`src/pkg/cpu_mem_pkg.sv`:
```
// shared constants and carrier types for the processor memory interface
package cpu_mem_pkg;

   // widths and answer buffer depth
   localparam int DATA_W        = 32;
   localparam int MODE_W        = 5;
   localparam int BURST_W       = 4;
   localparam int BUF_DEPTH     = 2;
   localparam int COUNT_W       = 2;

   // access size encodings
   localparam logic [1:0] SIZE_BYTE     = 2'h0;
   localparam logic [1:0] SIZE_HALF     = 2'h1;
   localparam logic [1:0] SIZE_WORD     = 2'h2;
   localparam logic [1:0] SIZE_RESERVED = 2'h3;

   // processor mode that means unprivileged execution
   localparam logic [4:0] MODE_USER     = 5'h10;

   // reset values of the pin-facing registers, and the empty and full buffer counts
   localparam logic [4:0] MODE_RESET    = 5'h13;
   localparam logic [3:0] BURST_NONE    = 4'h0;
   localparam logic [31:0] WORD_ZERO    = 32'h0000_0000;
   localparam logic [1:0] COUNT_ZERO    = 2'h0;
   localparam logic [1:0] COUNT_FULL    = 2'h2;

   // phase of the load/store side
   typedef enum logic [2:0] {
      LS_IDLE   = 3'b001,
      LS_ACCESS = 3'b010,
      LS_LOCKED = 3'b100
   } ls_phase_type;

   // instruction fetch command from the core pipeline
   typedef struct packed {
      logic        req;
      logic [31:1] addr;
      logic        seq;
      logic [4:0]  mode;
      logic        compact;
      logic        cancel;
   } fetch_cmd_type;

   // load/store command from the core pipeline
   typedef struct packed {
      logic        req;
      logic        spec;
      logic [31:0] addr;
      logic        write;
      logic [1:0]  size;
      logic        seq;
      logic        more;
      logic [4:0]  mode;
      logic        privileged;
      logic        lock;
      logic [3:0]  burst;
      logic [31:0] wdata;
      logic        cancel;
   } ls_cmd_type;

   // fetched word returned to the core
   typedef struct packed {
      logic        valid;
      logic [31:0] word;
      logic        fault;
      logic        breakpoint;
   } fetch_rsp_type;

   // completed load/store returned to the core
   typedef struct packed {
      logic [31:0] data;
      logic        fault;
      logic        write;
   } ls_rsp_type;

endpackage

```
`src/verilog/cpu_mem_if.sv`:
```
// processor-side fetch and load/store memory interface
//
// Overview of operation
// - fetch strobe low means fetch next cycle
// - fetch sequential flag follows previous fetch
// - fetch mode outputs show processor mode
// - fetch privilege low only in user mode
// - compact state high in 16-bit instruction set
// - cancel withdraws previous cycle's request
// - fetch fault marks fetched word aborted
// - breakpoint tags fetched word for debug
// - 31-bit fetch address, 32-bit load/store address
// - load/store fault marks access aborted
// - store words driven in the request cycle of writes
// - watchpoint at request cycle enters debug
// - lock keeps other masters off memory
// - size 10 word, 01 half, 00 byte
// - follow-on flag announces next sequential access
// - load/store strobe low means access next cycle
// - load/store mode outputs show access mode
// - direction low read, high write
// - speculative hint never with load/store strobe
// - load/store privilege low for user access
// - load/store sequential flag follows previous access
// - stall enable low freezes the memory-side pins, not the core-side answers and halt
`timescale 1ns/1ps

module cpu_mem_if (
   input  wire logic                       clk,
   input  wire logic                       rst,
   input  wire logic                       stall_enable,
   input  wire cpu_mem_pkg::fetch_cmd_type fetch_cmd,
   input  wire cpu_mem_pkg::ls_cmd_type    ls_cmd,
   output logic                            ls_cmd_ready,
   output logic [31:1]                     fetch_addr,
   output logic                            fetch_request_n,
   output logic                            fetch_sequential,
   output logic [4:0]                      fetch_cpu_mode,
   output logic                            fetch_privilege,
   output logic                            compact_isa_state,
   output logic                            fetch_cancel,
   input  wire logic [31:0]                fetch_word_in,
   input  wire logic                       fetch_fault,
   input  wire logic                       fetch_breakpoint,
   output logic [31:0]                     load_store_addr,
   output logic                            access_direction,
   output logic [1:0]                      access_size,
   output logic                            load_store_request_n,
   output logic                            load_store_sequential,
   output logic                            load_store_follow_on,
   output logic [4:0]                      load_store_cpu_mode,
   output logic                            load_store_privilege,
   output logic                            load_store_locked,
   output logic                            speculative_hint_n,
   output logic                            load_store_cancel,
   output logic [3:0]                      burst_length,
   output logic [31:0]                     load_store_wdata,
   input  wire logic [31:0]                load_store_rdata,
   input  wire logic                       load_store_fault,
   input  wire logic                       watchpoint_halt,
   output cpu_mem_pkg::fetch_rsp_type      fetch_rsp,
   output logic                            ls_rsp_valid,
   output cpu_mem_pkg::ls_rsp_type         ls_rsp,
   input  wire logic                       ls_rsp_ready,
   output logic                            debug_halt
);
   import cpu_mem_pkg::*;

   // whole state of the interface, apart from the answer buffer, in one register
   typedef struct packed {
      logic [31:1]   f_addr;
      logic          f_req_n;
      logic          f_seq;
      logic [4:0]    f_mode;
      logic          f_priv;
      logic          f_compact;
      logic          f_cancel;
      logic          f_access;
      fetch_rsp_type f_rsp;
      logic [31:0]   d_addr;
      logic          d_dir;
      logic [1:0]    d_size;
      logic          d_req_n;
      logic          d_seq;
      logic          d_more;
      logic [4:0]    d_mode;
      logic          d_priv;
      logic          d_lock;
      logic          d_spec_n;
      logic          d_cancel;
      logic [3:0]    d_burst;
      logic [31:0]   d_wdata;
      logic          d_access;
      logic          d_acc_dir;
      ls_phase_type  phase;
      logic          cmd_ready;
      logic          dbg_halt;
   } core_state_type;

   core_state_type s_reg;
   core_state_type s_next;

   logic          fetch_take;
   logic          ls_take;
   logic          ls_done;
   ls_rsp_type    ls_done_data;
   logic          buf_in_ready;
   logic [1:0]    buf_count;
   logic          buf_pop;
   logic [2:0]    count_after;

   // a command is only taken on an advancing edge
   assign fetch_take = stall_enable && fetch_cmd.req;
   assign ls_take    = stall_enable && ls_cmd.req && s_reg.cmd_ready;

   // a completed, uncancelled load/store enters the answer buffer
   assign ls_done = stall_enable && s_reg.d_access && !s_reg.d_cancel;
   // direction of the access cycle itself; the pin may already show the next request
   assign ls_done_data.data  = s_reg.d_acc_dir ? WORD_ZERO : load_store_rdata;
   assign ls_done_data.fault = load_store_fault;
   assign ls_done_data.write = s_reg.d_acc_dir;
   assign buf_pop = ls_rsp_valid && ls_rsp_ready;

   // buffer occupancy after this edge, used to reserve room for accesses in flight
   assign count_after = 3'({1'b0, buf_count} + {2'b00, ls_done} - {2'b00, buf_pop});

   ls_rsp_buffer u_rsp_buf (
      .clk       (clk),
      .rst       (rst),
      .in_valid  (ls_done),
      .in_data   (ls_done_data),
      .in_ready  (buf_in_ready),
      .out_valid (ls_rsp_valid),
      .out_data  (ls_rsp),
      .out_ready (ls_rsp_ready),
      .count     (buf_count)
   );

   // next state: every pin value is set for the cycle after the edge
   always_comb begin
      s_next = s_reg;
      s_next.f_rsp.valid = 1'b0;
      s_next.dbg_halt    = 1'b0;
      if (stall_enable) begin
         // instruction side
         s_next.f_req_n  = !fetch_cmd.req;
         s_next.f_seq    = fetch_cmd.req && fetch_cmd.seq;
         s_next.f_cancel = fetch_cmd.cancel && !s_reg.f_req_n;
         s_next.f_access = !s_reg.f_req_n;
         s_next.f_mode   = fetch_cmd.mode;
         s_next.f_priv   = (fetch_cmd.mode != MODE_USER);
         s_next.f_compact = fetch_cmd.compact;
         if (fetch_take) begin
            s_next.f_addr = fetch_cmd.addr;
         end
         // word of the access cycle just ending, unless it was withdrawn
         if (s_reg.f_access && !s_reg.f_cancel) begin
            s_next.f_rsp.valid      = 1'b1;
            s_next.f_rsp.word       = fetch_word_in;
            s_next.f_rsp.fault      = fetch_fault;
            s_next.f_rsp.breakpoint = fetch_breakpoint;
         end
         // load/store side
         s_next.d_req_n  = !ls_take;
         s_next.d_cancel = ls_cmd.cancel && !s_reg.d_req_n;
         s_next.d_access = !s_reg.d_req_n;
         s_next.d_acc_dir = s_reg.d_dir;
         s_next.d_seq    = ls_take && ls_cmd.seq;
         s_next.d_more   = ls_take && ls_cmd.more;
         s_next.d_lock   = ls_take && ls_cmd.lock;
         s_next.d_burst  = ls_take ? ls_cmd.burst : BURST_NONE;
         // a hint is only offered in a cycle with no request
         s_next.d_spec_n = !(ls_cmd.spec && !ls_take);
         if (ls_take || ls_cmd.spec) begin
            s_next.d_addr = ls_cmd.addr;
            s_next.d_mode = ls_cmd.mode;
            s_next.d_priv = ls_cmd.privileged;
         end
         if (ls_take) begin
            s_next.d_dir  = ls_cmd.write;
            // the reserved pattern is never put out; it is widened to a word
            s_next.d_size = (ls_cmd.size == SIZE_RESERVED) ? SIZE_WORD : ls_cmd.size;
         end
         // store data only travels while the access is a write
         s_next.d_wdata = (ls_take && ls_cmd.write) ? ls_cmd.wdata : WORD_ZERO;
         s_next.dbg_halt = !s_reg.d_req_n && watchpoint_halt;
      end
      // room is kept for each access still able to reach the buffer: requested and in access
      s_next.cmd_ready = (3'(count_after + {2'b00, s_next.d_access} + {2'b00, !s_next.d_req_n}) < 3'(COUNT_FULL));
      if (s_next.d_lock) begin
         s_next.phase = LS_LOCKED;
      end else if (!s_next.d_req_n || s_next.d_access) begin
         s_next.phase = LS_ACCESS;
      end else begin
         s_next.phase = LS_IDLE;
      end
   end

   // single state register; stall low leaves the memory-side pins untouched
   always_ff @(posedge clk) begin
      if (rst) begin
         s_reg           <= '0;
         s_reg.f_req_n   <= 1'b1;
         s_reg.f_mode    <= MODE_RESET;
         s_reg.f_priv    <= 1'b1;
         s_reg.d_req_n   <= 1'b1;
         s_reg.d_mode    <= MODE_RESET;
         s_reg.d_priv    <= 1'b1;
         s_reg.d_spec_n  <= 1'b1;
         s_reg.d_size    <= SIZE_WORD;
         s_reg.phase     <= LS_IDLE;
         s_reg.cmd_ready <= 1'b1;
      end else begin
         s_reg <= s_next;
      end
   end

   // pins straight from the state register
   assign fetch_addr            = s_reg.f_addr;
   assign fetch_request_n       = s_reg.f_req_n;
   assign fetch_sequential      = s_reg.f_seq;
   assign fetch_cpu_mode        = s_reg.f_mode;
   assign fetch_privilege       = s_reg.f_priv;
   assign compact_isa_state     = s_reg.f_compact;
   assign fetch_cancel          = s_reg.f_cancel;
   assign fetch_rsp             = s_reg.f_rsp;
   assign load_store_addr       = s_reg.d_addr;
   assign access_direction      = s_reg.d_dir;
   assign access_size           = s_reg.d_size;
   assign load_store_request_n  = s_reg.d_req_n;
   assign load_store_sequential = s_reg.d_seq;
   assign load_store_follow_on  = s_reg.d_more;
   assign load_store_cpu_mode   = s_reg.d_mode;
   assign load_store_privilege  = s_reg.d_priv;
   assign load_store_locked     = s_reg.d_lock;
   assign speculative_hint_n    = s_reg.d_spec_n;
   assign load_store_cancel     = s_reg.d_cancel;
   assign burst_length          = s_reg.d_burst;
   assign load_store_wdata      = s_reg.d_wdata;
   assign ls_cmd_ready          = s_reg.cmd_ready;
   assign debug_halt            = s_reg.dbg_halt;

   // the fetch strobe reflects the request seen at the last advancing edge
   a_fetch_strobe: assert property (@(posedge clk) disable iff (rst)
      $past(stall_enable) && !$past(rst) |-> fetch_request_n == !$past(fetch_cmd.req))
      else $error("fetch strobe does not match previous request");

   // privilege output agrees with the mode presented beside it
   a_fetch_priv_mode: assert property (@(posedge clk) disable iff (rst)
      fetch_privilege == (fetch_cpu_mode != MODE_USER))
      else $error("fetch privilege disagrees with mode");

   // a cancel only ever follows a cycle with a fetch request
   a_cancel_follows: assert property (@(posedge clk) disable iff (rst)
      fetch_cancel && $past(stall_enable) |-> $past(!fetch_request_n))
      else $error("fetch cancel without preceding request");

   // a fetched word carries the fault sampled at the end of its access
   a_fetch_fault_kept: assert property (@(posedge clk) disable iff (rst)
      fetch_rsp.valid |-> fetch_rsp.fault == $past(fetch_fault) && fetch_rsp.word == $past(fetch_word_in))
      else $error("fetched word lost its fault flag");

   // watchpoint at the end of a request cycle raises the halt next cycle
   a_watch_halt: assert property (@(posedge clk) disable iff (rst)
      stall_enable && !load_store_request_n && watchpoint_halt ##1 !$past(rst) |-> debug_halt)
      else $error("watchpoint did not halt");

   // the reserved size pattern never reaches the pins
   a_size_legal: assert property (@(posedge clk) disable iff (rst)
      access_size != SIZE_RESERVED)
      else $error("reserved access size driven");

   // hint and load/store strobe are never low together
   a_spec_excl: assert property (@(posedge clk) disable iff (rst)
      !speculative_hint_n |-> load_store_request_n)
      else $error("speculative hint with request");

   // a taken write puts its data on the store bus for the access
   a_store_data: assert property (@(posedge clk) disable iff (rst)
      ls_take && ls_cmd.write ##1 !$past(rst) |-> access_direction && load_store_wdata == $past(ls_cmd.wdata))
      else $error("store word not driven for write");

   // a locked command shows lock and the locked phase on the next cycle
   a_lock_shown: assert property (@(posedge clk) disable iff (rst)
      ls_take && ls_cmd.lock |=> load_store_locked && s_reg.phase == LS_LOCKED)
      else $error("lock not presented");

   // with stall low the fetch address, load/store strobe and load/store address do not move
   a_stall_freeze: assert property (@(posedge clk) disable iff (rst)
      !stall_enable ##1 !$past(rst) |-> $stable(fetch_addr) && $stable(load_store_request_n) && $stable(load_store_addr))
      else $error("pins changed during stall");

   // room reserved ahead means the buffer never refuses an answer
   a_buffer_room: assert property (@(posedge clk) disable iff (rst)
      ls_done |-> buf_in_ready)
      else $error("answer buffer overflow");

endmodule // cpu_mem_if

```
`src/verilog/ls_rsp_buffer.sv`:
```
// two-entry buffer for completed load/store answers
`timescale 1ns/1ps

module ls_rsp_buffer (
   input  wire logic                   clk,
   input  wire logic                   rst,
   input  wire logic                   in_valid,
   input  wire cpu_mem_pkg::ls_rsp_type in_data,
   output logic                        in_ready,
   output logic                        out_valid,
   output cpu_mem_pkg::ls_rsp_type     out_data,
   input  wire logic                   out_ready,
   output logic [1:0]                  count
);
   import cpu_mem_pkg::*;

   typedef struct packed {
      ls_rsp_type  head;
      ls_rsp_type  tail;
      logic [1:0]  count;
   } buf_state_type;

   buf_state_type s_reg;
   buf_state_type s_next;
   logic          push;
   logic          pop;

   assign in_ready  = (s_reg.count != COUNT_FULL);
   assign out_valid = (s_reg.count != COUNT_ZERO);
   assign out_data  = s_reg.head;
   assign count     = s_reg.count;
   assign push      = in_valid && in_ready;
   assign pop       = out_valid && out_ready;

   // head always holds the oldest word so the reader sees a register
   always_comb begin
      s_next = s_reg;
      if (pop) begin
         s_next.head = s_reg.tail;
      end
      if (push) begin
         if (s_reg.count == COUNT_ZERO || (s_reg.count == 2'h1 && pop)) begin
            s_next.head = in_data;
         end else begin
            s_next.tail = in_data;
         end
      end
      s_next.count = 2'(s_reg.count + {1'b0, push} - {1'b0, pop});
   end

   always_ff @(posedge clk) begin
      if (rst) begin
         s_reg <= '0;
      end else begin
         s_reg <= s_next;
      end
   end

   a_buf_no_over: assert property (@(posedge clk) disable iff (rst) s_reg.count <= COUNT_FULL)
      else $error("answer buffer count beyond depth");

endmodule // ls_rsp_buffer
```
`config.mk`:
```
export PLATFORM = sky130hd
export DESIGN_NAME = cpu_mem_if
export DESIGN_NICKNAME = d
export VERILOG_FILES = /design/src/pkg/cpu_mem_pkg.sv /design/src/verilog/cpu_mem_if.sv /design/src/verilog/ls_rsp_buffer.sv
export SDC_FILE = /design/constraint.sdc
export NUM_CORES = 1
export LEC_CHECK = 0
export BUFFER_PORTS_ARGS = -buffer_cell sky130_fd_sc_hd__buf_2
export CAP_MARGIN = 10
export CORE_AREA = 2 2 153 155
export CTS_CLUSTER_DIAMETER = 30
export CTS_CLUSTER_SIZE = 14
export DETAILED_ROUTE_END_ITERATION = 10
export DIE_AREA = 0 0 155 157
export HOLD_SLACK_MARGIN = 0.15
export PLACE_DENSITY_LB_ADDON = 0.08
export SYNTH_ARGS = -nofsm -noshare
export SYNTH_HDL_FRONTEND = slang
export SYNTH_SLANG_ARGS = --single-unit
```
`constraint.sdc`:
```
create_clock -name clk -period 4 [get_ports clk]
set_input_delay 0.8 -clock clk [delete_from_list [all_inputs] [get_ports clk]]
set_output_delay 0.8 -clock clk [all_outputs]
set_load 0.02 [all_outputs]
```
==> results.tsv, run 1 <==
metric	value	unit
Final setup viols	0	
clock sinks	234	
XOR/XNOR share of the synthesized area	0.250	%
cts hold-fix bufs	0	
Min Clock Period, post-route	2.83	ns
worst-path cell chain	buf_4 > inv_2 > nand2_1 > buf_2	
crit path capture type	output port	
Die Area	24300	um2
DRC errors left	0	
max-cap violation count	0	
H-tree depth	2	
Die Y-Extent	157	um
Final Wtd Congestion	0.832	
grt ovf	0	
cell count after synthesis	1267	
row count	55	
synth unique cells	40	
worst slew pin tran	1.06	ns
final core occ	57.9	%
Worst EP required	3.20	ns
Slew Viols, Final	0	
syn nets	1468	
synth warn	0	
status	completed	
routed wire length	31500	um
overall die width	155	um
kind of critical path	flop to output port	
share of cells above drive strength 1	34.3	%
HP Class	flop to flop	
nets	1636	
cts bufs inserted	50	
most common cell after layout, fill and taps aside	buf_2	
port bufs	390	
leakage	5.63	nW
antenna violations before repair	9	
Post-Synth Simple-Gate Area	18.7	%
Synth Flop Type	dfxtp_1	
num ports	391	
Worst slew margin	29.1	%
worst skew pair latency	0.53	ns
final hold vios	0	
PwrDens	627	nW/um2
Vias	9365	
maximum fanout along the worst path	37	
most frequent cells in the layout	buf_2 (389), dfxtp_1 (234), nand2_1 (207), a21oi_1 (140)	
number of synthesized register bits	234	
CP Buf/Inv Count	3	
peak supply drop	0.426	mV
Avg Cell Area, Syn	8.28	um2
Initial DRT Pass Iterations	5	
Worst Path Arrival	2.03	ns
post-synthesis sequential area ratio	44.6	%
total track usage	24.0	%
largest family of logic cells by synthesized area	simple AND/OR/NAND/NOR gates	
CP max-delay cell	buf_4	
TritonCTS clock tree	done	
number of flops mapped to enable cells by yosys	0	
Crit path depth	4	
largest net degree at the start of global routing	97	
R2R cell count	6	
post-CTS sizing	0	
crit share post-route	70.8	%
hold path depth	2	
Synth Area in Adders	0.858	%
multiplexer share of the synthesized area	0.381	%
clock root buffer master	clkbuf_16	
drt initial violations	724	
core area	22500	um2
FFs w/ async S/R, synth	0	%
CP top delay family	buffers and inverters	
post-route setup TNS	0	ns
Critical Path Source Type	flop	
Largest register FFs	35	
maximum clock rate	353	MHz
clk slew on worst S/H paths	0.05	ns
Synth Area in Compound Gates	17.6	%
unrepaired setup endpoints after global routing	false	
Initial Util	46.6	%
Layout Skew	0.00991	ns
WL/cell	17.8	um
CP peak stage delay	0.41	ns
Mapped Area	10500	um2
Final ANT Viol Nets	0	
first-pass GRT wire length	47400	um
hpwl dp	20100	um
Bufs on Longest Clock Path	3	
Setup Fix Bufs, Post-CTS	0	
P&R area growth vs syn	24.1	%
vias in the first global route	8708	
vias per inst	5.29	
layer usage:
layer / vias up / part of all wire, % / wire length [um] / global-route usage, %
li1: 4573 / - / - / -
met1: 4346 / 42 / 13200 / 30.3
met2: 390 / 48 / 15000 / 38.9
met3: 56 / 7.5 / 2380 / 5.97
met4: 0 / 2.8 / 895 / 10.7
met5: - / 0 / 0 / 0
cells in the mapped netlist (2+ instances only):
cell type | count | share of area, %
nand2_1 | 207 | 7.4
dfxtp_1 | 234 | 45
buf_6 | 3 | 0.32
buf_2 | 4 | 0.19
nor2b_1 | 38 | 2.3
nand3b_1 | 6 | 0.43
o21ai_0 | 35 | 1.7
inv_2 | 2 | 0.072
and3_1 | 5 | 0.30
mux2i_1 | 4 | 0.38
and3b_1 | 2 | 0.17
or3_1 | 2 | 0.12
nor4_1 | 35 | 2.1
nand2b_1 | 2 | 0.12
clkbuf_1 | 102 | 3.6
buf_4 | 181 | 13
buf_1 | 4 | 0.14
nor2_1 | 51 | 1.8
nand4_1 | 34 | 2.0
a21o_1 | 2 | 0.14
a21oi_1 | 141 | 6.7
inv_1 | 4 | 0.14
nand3_1 | 35 | 1.7
clkinv_1 | 2 | 0.072
ha_1 | 4 | 0.48
fa_1 | 2 | 0.38
xnor2_1 | 2 | 0.17
a311oi_1 | 32 | 2.7
a211o_1 | 8 | 0.67
a311oi_2 | 2 | 0.29
o31ai_1 | 34 | 2.4
a22oi_1 | 40 | 2.9
cells by family (layout without fill, tap and decap cells):
group                      after synthesis  in the layout
muxes                                    4              4
buffers and inverters                  302            509
DFF                                    234            234
AOI/OAI and AO/OA                      297            297
other                                    0             12
xor gates and xnor gates                 3              3
adders and majority gates                6              6
and+or+nand+nor                        421            421
metrics by stage:
| stage | instances | hold slack (ns) | setup WS (ns) | cell area, um2 | total power [mW] |
|---|---|---|---|---|---|
| 3_3_place_gp | 1668 | 0.438 | 1.03 | 11200 | 3.84 |
| 5_1_grt | 1767 | 0.465 | 1.02 | 13000 | 8.48 |
| 2_1_floorplan | 1267 | 0.432 | 0.781 | 10500 | 3.52 |
| 4_1_cts | 1759 | 0.450 | 1.15 | 13000 | 8.23 |
| 6_report | 1771 | 0.448 | 1.17 | 13000 | 8.17 |
| 3_5_place_dp | 1668 | 0.443 | 0.997 | 11200 | 3.85 |
power breakdown:
group / leakage [nW] / switching [mW] / internal, mW
Combinational: 2.84 / 0.901 / 0.365
Clock: 0.882 / 1.31 / 3.04
Sequential: 1.90 / 0.0737 / 2.47
Total: 5.63 / 2.29 / 5.88
worst paths after layout:
path / start / endpoint / slack (ns)
min: fetch_rsp[22]$_SDFFE_PP0P_ / fetch_rsp[22]$_SDFFE_PP0P_ / 0.45
max: u_rsp_buf.count[0]$_SDFF_PP0_ / ls_rsp_valid / 1.17
max reg2reg: load_store_cancel$_SDFFE_PP0P_ / u_rsp_buf.out_data[11]$_SDFF_PP0_ / 1.65
min reg2reg: fetch_rsp[22]$_SDFFE_PP0P_ / fetch_rsp[22]$_SDFFE_PP0P_ / 0.45
layout make-up:
class                           instances  area (um2)
Timing Repair Buffer                  410        2120
Inverter                                8        30.0
Multi-Input combinational cell        731        3990
Clock inverter                         32         465
Antenna cell                           12        30.0
Sequential cell                       234        4680
Fill cell                            2135        9480
Tap cell                              285         357
Clock buffer                           59        1350
tightest hold or removal path, delay by kind of cell, from the launching register on:
| family | cells | cell delay (ns) |
|---|---|---|
| compound gates | 1 | 0.05 |
| flops | 1 | 0.30 |
| simple gates | 1 | 0.05 |
Power figures use the tool's default switching activity.
==> run 2, diff against run 1 <==
clock period = 2.7 ns   (was 4 ns; I/O delays follow)
==> results.tsv, run 2 (synthesis results as in run 1) <==
metric	value	unit	change
status	completed		unchanged
final hold vios	0		unchanged
Slew Viols, Final	0		unchanged
cts bufs inserted	51		was 50
Worst slew margin	47.4	%	was 29.1%
leakage	5.62	nW	was 5.63 nW
peak supply drop	0.589	mV	was 0.426 mV
most frequent cells in the layout	buf_2 (389), dfxtp_1 (234), nand2_1 (207), a21oi_1 (140)		unchanged
Fillers	2128		was 2,135
WL/cell	17.5	um	was 17.8 um
Post-DP Area	11300	um2	was 11,200 um2
Initial Util	46.6	%	unchanged
Critical Path Source Type	flop		unchanged
CP max-delay cell	buf_4		unchanged
Min Clock Period, post-route	2.37	ns	
Largest register FFs	35		unchanged
Setup Fix Bufs, Post-CTS	0		unchanged
cts hold-fix bufs	0		unchanged
max-cap violation count	0		unchanged
Crit path depth	4		unchanged
Vias	9309		was 9,365
DRC errors left	0		unchanged
post-route setup TNS	0	ns	unchanged
nets	1649		was 1,636
vias in the first global route	8811		was 8,708
Final ANT Viol Nets	0		unchanged
Worst EP required	2.16	ns	was 3.20 ns
crit share post-route	87.9	%	
worst slew pin tran	0.789	ns	was 1.06 ns
register area	4680	um2	unchanged
clock root buffer master	clkbuf_16		unchanged
total track usage	23.9	%	was 24.0%
grt ovf	0		unchanged
post-CTS sizing	0		unchanged
routed wire length	31000	um	was 31,500 um
CP peak stage delay	0.42	ns	was 0.41 ns
Die Area	24300	um2	unchanged
Final Wtd Congestion	0.806		was 0.832
CP top delay family	buffers and inverters		unchanged
maximum fanout along the worst path	37		unchanged
share of cells above drive strength 1	34.5	%	was 34.3%
crit path capture type	output port		unchanged
worst skew pair latency	0.53	ns	about the same
antenna violations before repair	5		was 9
largest net degree at the start of global routing	75		was 97
P&R area growth vs syn	23.4	%	was 24.1%
row count	55		unchanged
TritonCTS clock tree	done		unchanged
Tot Pwr	11.6	mW	was 8.17 mW
CP Buf/Inv Count	3		unchanged
most common cell after layout, fill and taps aside	buf_2		unchanged
drt initial violations	559		was 724
Final Cell Area	13000	um2	about the same
kind of critical path	flop to output port		unchanged
worst-path cell chain	buf_4 > inv_2 > nand2_1 > buf_2		unchanged
H-tree depth	2		unchanged
overall die width	155	um	unchanged
num ports	391		unchanged
Worst Path Arrival	1.83	ns	was 2.03 ns
port bufs	390		unchanged
PwrDens	893	nW/um2	was 627 nW/um2
Bufs on Longest Clock Path	3		unchanged
Final Hold Slack	0.235	ns	was 0.448 ns
maximum clock rate	421	MHz	
clock sinks	234		unchanged
Final setup viols	0		unchanged
Multi-input gate area	3990	um2	about the same
R2R cell count	9		was 6
Initial DRT Pass Iterations	5		unchanged
clk slew on worst S/H paths	0.05	ns	about the same
hpwl dp	20300	um	was 20,100 um
vias per inst	5.25		was 5.29
first-pass GRT wire length	47300	um	was 47,400 um
Die Y-Extent	157	um	unchanged
final core occ	57.6	%	was 57.9%
Layout Skew	0.0179	ns	was 0.00991 ns
HP Class	input port to flop		was flop to flop
core area	22500	um2	unchanged
unrepaired setup endpoints after global routing	false		unchanged
hold path depth	2		unchanged
-- run 2: changes by cell type in the layout (fill, tap and decap cells not counted), moves of 2 or more --
cell,previous run,this run
clkbuf_1,4,11
diode_2,12,3
buf_4,19,29
clkinv_8,2,0
buf_12,1,3
bufinv_16,10,5
inv_6,1,3
clkinv_2,10,12
-- run 2: cell type report --
| cell class | instances | area share, % |
|---|---|---|
| sequential | 234 | 36.2 |
| multi-input combinational | 731 | 30.8 |
| antenna | 3 | 0.0579 |
| tap | 285 | 2.75 |
| clock buffer | 65 | 10.5 |
| timing repair buffer | 422 | 17.3 |
| inverter | 8 | 0.241 |
| clock inverter | 26 | 2.23 |
-- run 2: report_power, final --
part	internal, mW	switching (mW)
Combinational	0.589	1.34
Sequential	3.66	0.106
Clock	4.00	1.88
Total	8.25	3.32
-- run 2: final timing paths --
path                                  startpoint                        endpoint  slack [ns]
setup / recovery   u_rsp_buf.count[0]$_SDFF_PP0_                    ls_rsp_valid        0.33
hold / removal                      fetch_cmd[6]  fetch_cpu_mode[4]$_SDFFE_PP1P_        0.24
setup reg to reg  load_store_cancel$_SDFFE_PP0P_         ls_cmd_ready$_SDFF_PP1_        0.43
hold reg to reg       fetch_rsp[18]$_SDFFE_PP0P_      fetch_rsp[18]$_SDFFE_PP0P_        0.45
-- run 2: per-stage QoR --
step | setup WS, ns | instances
detailed placement | 0.134 | 1680
finish | 0.327 | 1774
global placement | 0.160 | 1680
global route | 0.217 | 1774
CTS | 0.306 | 1771
floorplan | 0.0302 | 1267
-- run 2: per-layer routing --
| metal | vias up | share of wire, % | global-route usage [%] |
|---|---|---|---|
| met1 | 4276 | 41 | 30.0 |
| met5 | - | 0.10 | 0 |
| met4 | 4 | 3.4 | 10.1 |
| li1 | 4590 | - | - |
| met3 | 78 | 7.9 | 6.77 |
| met2 | 361 | 47 | 38.5 |
